==> src/logic/mem_incdec_defines.svh <==
// Behaviour
// - decrement in place: read byte, subtract one, write back same address
// - decrement to accumulator: byte minus one goes to accumulator, not memory
// - increment in place: read byte, add one, write back same address
// - increment to accumulator: byte plus one goes to accumulator, not memory
// - accumulator variants never write data memory
// - both decrements update zero flag only, other flags untouched
// - increment in place updates zero flag only, carry and others kept
`ifndef MEM_INCDEC_DEFINES_SVH
`define MEM_INCDEC_DEFINES_SVH
`define DATA_W        8
`define ADDR_W        8
`define STATUS_W      8
`define ZERO_BIT      2
`define ACC_RESET     8'h00
`define STATUS_RESET  8'h00
`define STEP_ONE      8'h01
`endif

==> src/logic/mem_incdec_pkg.sv <==
package mem_incdec_pkg;
  typedef enum logic [1:0] {
    OP_LONG_DECREMENT_MEMORY         = 2'b00,
    OP_LONG_DECREMENT_TO_ACCUMULATOR = 2'b01,
    OP_LONG_INCREMENT_MEMORY         = 2'b10,
    OP_LONG_INCREMENT_TO_ACCUMULATOR = 2'b11
  } op_e;
  typedef enum logic [1:0] {
    ST_IDLE  = 2'b00,
    ST_READ  = 2'b01,
    ST_WB    = 2'b10
  } state_e;
endpackage

==> src/logic/incdec_alu.sv <==
`timescale 1ns/1ns
`default_nettype none
`include "mem_incdec_defines.svh"
module incdec_alu #(
  parameter int W = `DATA_W
) (
  // operand
  input  wire logic [W-1:0] i_operand,
  input  wire logic         i_decrement,
  // result
  output logic      [W-1:0] o_result,
  output logic              o_zero
);
  // wraps modulo two to the width
  always_comb begin
    if (i_decrement) begin
      o_result = i_operand - W'(`STEP_ONE);
    end else begin
      o_result = i_operand + W'(`STEP_ONE);
    end
    o_zero = (o_result == '0);
  end
endmodule
`default_nettype wire

==> src/logic/mem_incdec_datapath.sv <==
`timescale 1ns/1ns
`default_nettype none
`include "mem_incdec_defines.svh"
module mem_incdec_datapath #(
  parameter int DW = `DATA_W,
  parameter int AW = `ADDR_W
) (
  // clock and reset
  input  wire logic                 I_REF_CLK,
  input  wire logic                 I_RESET_N,
  // instruction from decoder
  input  wire logic                 I_START,
  input  wire logic [1:0]           I_OP,
  input  wire logic [AW-1:0]        I_ADDR,
  // data memory port
  output logic                      O_MEM_RD,
  output logic                      O_MEM_WR,
  output logic      [AW-1:0]        O_MEM_ADDR,
  output logic      [DW-1:0]        O_MEM_WDATA,
  input  wire logic [DW-1:0]        I_MEM_RDATA,
  // architectural state
  output logic      [DW-1:0]        O_ACCUMULATOR,
  output logic      [`STATUS_W-1:0] O_STATUS,
  output logic                      O_BUSY,
  output logic                      O_DONE
);
  // ------------------------------------------------------------
  // sequencer
  // ------------------------------------------------------------
  mem_incdec_pkg::state_e state_q, state_d;
  mem_incdec_pkg::op_e    op_q, op_d;
  logic [AW-1:0]          addr_q, addr_d;
  logic [DW-1:0]          acc_q, acc_d;
  logic [`STATUS_W-1:0]   status_q, status_d;
  logic [DW-1:0]          wdata_q, wdata_d;
  logic                   wr_q, wr_d;
  logic                   done_q, done_d;
  logic [DW-1:0]          result;
  logic                   zero;
  logic                   is_dec;
  logic                   to_acc;

  assign is_dec = (op_q == mem_incdec_pkg::OP_LONG_DECREMENT_MEMORY) ||
                  (op_q == mem_incdec_pkg::OP_LONG_DECREMENT_TO_ACCUMULATOR);
  assign to_acc = (op_q == mem_incdec_pkg::OP_LONG_DECREMENT_TO_ACCUMULATOR) ||
                  (op_q == mem_incdec_pkg::OP_LONG_INCREMENT_TO_ACCUMULATOR);

  incdec_alu #(
    .W (DW)
  ) u_alu (
    .i_operand   (I_MEM_RDATA),
    .i_decrement (is_dec),
    .o_result    (result),
    .o_zero      (zero)
  );

  always_comb begin
    state_d  = state_q;
    op_d     = op_q;
    addr_d   = addr_q;
    acc_d    = acc_q;
    status_d = status_q;
    wdata_d  = wdata_q;
    wr_d     = 1'b0;
    done_d   = 1'b0;
    case (state_q)
      mem_incdec_pkg::ST_IDLE: begin
        // start ignored while busy, decoder must wait for done
        if (I_START) begin
          op_d    = mem_incdec_pkg::op_e'(I_OP);
          addr_d  = I_ADDR;
          state_d = mem_incdec_pkg::ST_READ;
        end
      end
      mem_incdec_pkg::ST_READ: begin
        // memory answers read data in the cycle the read strobe is high
        status_d[`ZERO_BIT] = zero;
        if (to_acc) begin
          acc_d   = result;
          done_d  = 1'b1;
          state_d = mem_incdec_pkg::ST_IDLE;
        end else begin
          wdata_d = result;
          wr_d    = 1'b1;
          state_d = mem_incdec_pkg::ST_WB;
        end
      end
      mem_incdec_pkg::ST_WB: begin
        done_d  = 1'b1;
        state_d = mem_incdec_pkg::ST_IDLE;
      end
      default: begin
        state_d = mem_incdec_pkg::ST_IDLE;
      end
    endcase
  end

  always_ff @(posedge I_REF_CLK or negedge I_RESET_N) begin
    if (!I_RESET_N) begin
      state_q  <= mem_incdec_pkg::ST_IDLE;
      op_q     <= mem_incdec_pkg::OP_LONG_DECREMENT_MEMORY;
      addr_q   <= '0;
      acc_q    <= `ACC_RESET;
      status_q <= `STATUS_RESET;
      wdata_q  <= '0;
      wr_q     <= 1'b0;
      done_q   <= 1'b0;
    end else begin
      state_q  <= state_d;
      op_q     <= op_d;
      addr_q   <= addr_d;
      acc_q    <= acc_d;
      status_q <= status_d;
      wdata_q  <= wdata_d;
      wr_q     <= wr_d;
      done_q   <= done_d;
    end
  end

  // ------------------------------------------------------------
  // outputs
  // ------------------------------------------------------------
  assign O_MEM_RD      = (state_q == mem_incdec_pkg::ST_READ);
  assign O_MEM_WR      = wr_q;
  assign O_MEM_ADDR    = addr_q;
  assign O_MEM_WDATA   = wdata_q;
  assign O_ACCUMULATOR = acc_q;
  assign O_STATUS      = status_q;
  assign O_BUSY        = (state_q != mem_incdec_pkg::ST_IDLE);
  assign O_DONE        = done_q;

  // ------------------------------------------------------------
  // checks
  // ------------------------------------------------------------
  wb_value_a: assert property (@(posedge I_REF_CLK) disable iff (!I_RESET_N)
    (O_MEM_RD && op_q == mem_incdec_pkg::OP_LONG_DECREMENT_MEMORY) |=>
      (O_MEM_WR && O_MEM_WDATA == DW'($past(I_MEM_RDATA) - 1'b1)))
    else $error("decrement write-back value wrong");
  acc_dec_a: assert property (@(posedge I_REF_CLK) disable iff (!I_RESET_N)
    (O_MEM_RD && op_q == mem_incdec_pkg::OP_LONG_DECREMENT_TO_ACCUMULATOR) |=>
      (O_ACCUMULATOR == DW'($past(I_MEM_RDATA) - 1'b1)))
    else $error("decrement to accumulator wrong");
  inc_wb_a: assert property (@(posedge I_REF_CLK) disable iff (!I_RESET_N)
    (O_MEM_RD && op_q == mem_incdec_pkg::OP_LONG_INCREMENT_MEMORY) |=>
      (O_MEM_WR && O_MEM_WDATA == DW'($past(I_MEM_RDATA) + 1'b1) && $stable(O_MEM_ADDR)))
    else $error("increment write-back wrong");
  acc_inc_a: assert property (@(posedge I_REF_CLK) disable iff (!I_RESET_N)
    (O_MEM_RD && op_q == mem_incdec_pkg::OP_LONG_INCREMENT_TO_ACCUMULATOR) |=>
      (O_ACCUMULATOR == DW'($past(I_MEM_RDATA) + 1'b1) && O_DONE))
    else $error("increment to accumulator wrong");
  no_write_a: assert property (@(posedge I_REF_CLK) disable iff (!I_RESET_N)
    (O_MEM_RD && to_acc) |=> !O_MEM_WR [*2])
    else $error("memory written by accumulator variant");
  dec_flags_a: assert property (@(posedge I_REF_CLK) disable iff (!I_RESET_N)
    (O_MEM_RD && is_dec) |=>
      ((O_STATUS & ~(`STATUS_W'(1) << `ZERO_BIT)) ==
       ($past(O_STATUS) & ~(`STATUS_W'(1) << `ZERO_BIT))))
    else $error("decrement touched other flags");
  inc_flags_a: assert property (@(posedge I_REF_CLK) disable iff (!I_RESET_N)
    (O_MEM_RD && !is_dec) |=>
      ((O_STATUS & ~(`STATUS_W'(1) << `ZERO_BIT)) ==
       ($past(O_STATUS) & ~(`STATUS_W'(1) << `ZERO_BIT))))
    else $error("increment touched other flags");
  zero_flag_a: assert property (@(posedge I_REF_CLK) disable iff (!I_RESET_N)
    O_MEM_RD |=> (O_STATUS[`ZERO_BIT] ==
      (is_dec ? ($past(I_MEM_RDATA) == DW'(1)) : ($past(I_MEM_RDATA) == '1))))
    else $error("zero flag wrong");
  done_bound_a: assert property (@(posedge I_REF_CLK) disable iff (!I_RESET_N)
    (I_START && !O_BUSY) |=> ##[1:2] O_DONE)
    else $error("instruction did not finish");

  // ------------------------------------------------------------
  // memory port checks
  // ------------------------------------------------------------
  // write-back must hit the byte just read, address never moves mid-op
  wr_addr_a: assert property (@(posedge I_REF_CLK) disable iff (!I_RESET_N)
    O_MEM_WR |-> ($stable(O_MEM_ADDR) && $past(O_MEM_RD)))
    else $error("write-back address moved");
  wr_mem_only_a: assert property (@(posedge I_REF_CLK) disable iff (!I_RESET_N)
    O_MEM_WR |-> !to_acc)
    else $error("write strobe from accumulator variant");
  rd_pulse_a: assert property (@(posedge I_REF_CLK) disable iff (!I_RESET_N)
    O_MEM_RD |=> !O_MEM_RD)
    else $error("read strobe longer than one cycle");
  wr_pulse_a: assert property (@(posedge I_REF_CLK) disable iff (!I_RESET_N)
    O_MEM_WR |=> !O_MEM_WR)
    else $error("write strobe longer than one cycle");

  // ------------------------------------------------------------
  // accumulator and flag checks
  // ------------------------------------------------------------
  // only an accumulator variant may load the accumulator
  acc_keep_a: assert property (@(posedge I_REF_CLK) disable iff (!I_RESET_N)
    !(O_MEM_RD && to_acc) |=> $stable(O_ACCUMULATOR))
    else $error("accumulator changed by memory variant");
  // status moves only on the edge that closes the read cycle
  status_keep_a: assert property (@(posedge I_REF_CLK) disable iff (!I_RESET_N)
    !O_MEM_RD |=> $stable(O_STATUS))
    else $error("status changed outside an instruction");
  // other flags belong to other instructions, so they never move here
  for (genvar b = 0; b < `STATUS_W; b = b + 1) begin : g_flag_keep
    if (b != `ZERO_BIT) begin : g_other
      flag_keep_a: assert property (@(posedge I_REF_CLK) disable iff (!I_RESET_N)
        $stable(O_STATUS[b]))
        else $error("status flag outside zero moved");
    end
  end

  // ------------------------------------------------------------
  // sequencing checks
  // ------------------------------------------------------------
  // done marks the return to idle, so the decoder may issue in that cycle
  done_idle_a: assert property (@(posedge I_REF_CLK) disable iff (!I_RESET_N)
    O_DONE |-> !O_BUSY)
    else $error("done raised while still busy");
  done_pulse_a: assert property (@(posedge I_REF_CLK) disable iff (!I_RESET_N)
    O_DONE |=> !O_DONE)
    else $error("done longer than one cycle");
  // a take reads the addressed byte on the very next cycle
  take_read_a: assert property (@(posedge I_REF_CLK) disable iff (!I_RESET_N)
    (I_START && !O_BUSY) |=> (O_BUSY && O_MEM_RD && (O_MEM_ADDR == $past(I_ADDR))))
    else $error("take did not read the addressed byte");
  busy_ignore_a: assert property (@(posedge I_REF_CLK) disable iff (!I_RESET_N)
    O_BUSY |=> $stable(O_MEM_ADDR))
    else $error("address changed while busy");
endmodule
`default_nettype wire

==> config.mk <==
export PLATFORM = sky130hd
export DESIGN_NAME = mem_incdec_datapath
export DESIGN_NICKNAME = d
export VERILOG_FILES = /design/src/logic/mem_incdec_pkg.sv /design/src/logic/incdec_alu.sv /design/src/logic/mem_incdec_datapath.sv
export VERILOG_INCLUDE_DIRS = /design/src /design/src/logic
export SDC_FILE = /design/constraint.sdc
export NUM_CORES = 1
export LEC_CHECK = 0
export BUFFER_PORTS_ARGS = -buffer_cell sky130_fd_sc_hd__clkbuf_2
export CELL_PAD_IN_SITES_DETAIL_PLACEMENT = 0
export CELL_PAD_IN_SITES_GLOBAL_PLACEMENT = 1
export CORE_UTILIZATION = 30
export DETAILED_ROUTE_END_ITERATION = 8
export PLACE_DENSITY_LB_ADDON = 0.1
export SYNTH_ARGS = -nofsm -noshare
export SYNTH_HDL_FRONTEND = slang
export SYNTH_SLANG_ARGS = --single-unit
==> constraint.sdc <==
create_clock -name I_REF_CLK -period 2.1 [get_ports I_REF_CLK]
set_input_delay 0.315 -clock I_REF_CLK [delete_from_list [all_inputs] [get_ports I_REF_CLK]]
set_output_delay 0.315 -clock I_REF_CLK [all_outputs]
set_load 0.005 [all_outputs]
==> results.md <==
* Status: completed
* Clock tree from TritonCTS: yes
* Top Ports at 57
* Flop pwr share at 0.333
* Most common cell in the synthesized netlist: dfrtp_1
* Post-synthesis sequential area ratio at 0.496
* Final setup vio count at 0
* Adder-Cell Fraction of Synth Area at 0.0927
* Worst Skew at 3.97 ps
* Share of layout cells above drive strength 1 at 0.427
* DR WL met2 at 1.56 mm
* Post-synth top area share at 0.496
* Number of remaining DRC errors at 0
* Initial antenna violation count at 0
* Max VDD drop at 0.582 mV
* Hold Fails Final Rpt at 0
* RSZ-0062 raised after global routing: false
* Layout area overhead at 28.9%
* HPWL Detailed at 2.56 mm
* Die height at 74.2 um
* Die X at 74.2 um
* Pint at 1.98 mW
* CTS buffer count at 5
* CTS Hold Bufs at 0
* GP Congestion at 0.747
* Grt ovf at 0
* Syn Area/Cell at 11.3 um^2
* Post-Syn Instances at 138
* HP Class: input port to async pin
* Number of synthesized flops with an enable pin at 0
* Post-CTS Setup Repair Bufs at 0
* Largest net degree at the start of global routing at 32
* Core Rows at 25
* Crit path capture type: flop
* Vias in the first global route at 1129
* Crit Path Category: flop to flop
* CTS Root Cell: clkbuf_8
* Initial drt markers at 17
* FFs w/ async S/R, synth at 1.00
* Final WL at 3.14 mm
* CP Launch Type: flop
* Vias per inst at 4.37
* Count of input and output buffers at 49
* Critical Path RT at 2280 ps
* Skew-Pair Late Insertion Delay at 280 ps
* First drt pass iteration count at 4
* # clock sinks at 31
* Wire length per cell at 11.8 um
* CTS H-tree lvls at 2
* Post-Layout Cell Count at 266
* Mux cell area share after synthesis at 0.114
* Period utilization at 0.924
* # diodes at 0
* Worst setup margin at 159 ps
* DRT met1 WL at 1.30 mm
* Cell taking the most area after synthesis: dfrtp_1
* Yosys cell types at 29
* Largest family of logic cells by synthesized area: multiplexers
* Initial Util at 0.321
* Worst hold slack at 102 ps
* Synth Flop Type: dfrtp_1
* Crit path max fanout at 7
* Die area at 5510 um^2
* Clock period minus worst slack at 1940 ps
* First-pass GRT wire length at 5.29 mm
* Leakage at 1.04 nW
* Compound-Gate Fraction of Synth Area at 0.111
* Post-CTS sizing at 0
* CTS max path bufs at 2
* Mapped cell area at 1570 um^2
* Net Sw Frac at 0.369
* Slew Limit Fails at 0
* Synth Area in Simple Gates at 0.0919
* Power Density at 1560 nW/um^2
* Synthesis-stage register bit count at 31
* Post-synth top cells: dfrtp_1, nand2_1, mux2_2
* DP Cell Count at 259
* Dpl ws at 32.7 ps
* Top post-synthesis cells by area: dfrtp_1, mux2_2, ha_1
* F_max at 0.515 GHz
* Crit path arrival time at 2120 ps
* Top sig layer: met4
* Worst Reg-to-Reg Cells at 6
* XOR/XNOR Fraction of Synth Area at 0.0392
* P_sw at 1.16 mW
* Clock transition at path regs at 60 ps
* Nets at 231
* Vias at 1163
* Synthesis Warnings at 0
* Maxcap violations at 0
* Clock power share at 0.147
* TNS Setup at 0 ps
* Comb pwr share at 0.520
* Core area at 4880 um^2
* Relative slew slack at 0.486
* Final core occ at 0.413
* Worst Tran Pin Value at 771 ps
* Overall global routing resource usage at 0.130
* Antenna viol nets, final at 0
* Met3 Wirelength at 238 um
==> critical path, cell delays in order, from the launching register on <==
cell and delay [ps]:
dfrtp_1 380, inv_4 70, fa_2 340, and3_1 210, o211a_1 220, a211o_1 300, o41ai_2 310
==> logic make-up (layout without fill, tap and decap cells) <==
logic type               after synthesis  in the layout
AO/OA/AOI/OAI                         25             25
XOR/XNOR                               7              7
adder cells (fa/ha/maj)               11             11
buffers and inverters                 15             70
flip-flops                            31             31
multiplexers                          16             16
other                                  1              7
AND/OR/NAND/NOR                       32             32
==> worst paths after layout <==
| path | startpoint | to | slack (ps) |
|---|---|---|---|
| worst max-delay path | op_q[1] | O_STATUS[2] | 160 |
| worst min-delay path | I_RESET_N | O_MEM_WDATA[4] | 100 |
| worst max register to register | op_q[1] | O_STATUS[2] | 160 |
| worst min register to register | O_ACCUMULATOR[2] | O_ACCUMULATOR[2] | 480 |
| max in group asynchronous | I_RESET_N | O_MEM_ADDR[5] | 1510 |
| min in group I_REF_CLK | I_ADDR[4] | O_MEM_ADDR[4] | 260 |
==> layout make-up <==
| cell class | instances | area [um^2] |
|---|---|---|
| fillers | 541 | 2860 |
| flip-flops and latches | 31 | 776 |
| inverters | 6 | 25.0 |
| well taps | 67 | 83.8 |
| clock inverters | 1 | 5.00 |
| clock buffers | 6 | 82.6 |
| repair buffers | 57 | 305 |
| multi-input cells | 98 | 739 |
==> layer usage <==
layer | up-vias | global-route usage
met5 | - | 0
met4 | 0 | 0.0503
met3 | 4 | 0.0461
met2 | 47 | 0.216
met1 | 532 | 0.154
li1 | 580 | -
==> sequential cells by signal, summed over array words and instances (netlist names) <==
register,cells
O_MEM_WDATA,8
state_q,2
O_MEM_WR,1
op_q,2
O_STATUS,1
O_MEM_ADDR,8
O_DONE,1
O_ACCUMULATOR,8
==> power groups by stage <==
stage / logic, mW / registers [mW] / clock network, mW
final: 1.63 / 1.04 / 0.461
after global routing: 1.87 / 1.08 / 0.512
after CTS: 1.65 / 1.04 / 0.487
after detailed placement: 1.64 / 1.05 / 0
after global placement: 1.62 / 1.04 / 0
after floorplan: 0.961 / 1.06 / 0
==> cell usage in the layout, fill, tap and decap left out, types with 2 or more instances in the layout <==
cell and instances:
nand2_1 16, buf_4 8, dfrtp_1 31, xnor2_1 4, xor2_1 2, mux2_2 15, conb_1 7, ha_1 10
nor2b_1 2, clkbuf_8 6, inv_1 5, and3_1 2, clkbuf_2 49, nor2_1 6, nand2b_1 3, o21ai_0 12
a21oi_1 4
==> through the flow <==
stage | cell area, um^2 | power, mW
3_3_place_gp | 1920 | 2.66
5_1_grt | 2020 | 3.46
6_report | 2020 | 3.14
2_1_floorplan | 1590 | 2.02
4_1_cts | 2000 | 3.18
3_5_place_dp | 1920 | 2.69
(Power assumes the default switching activity.)
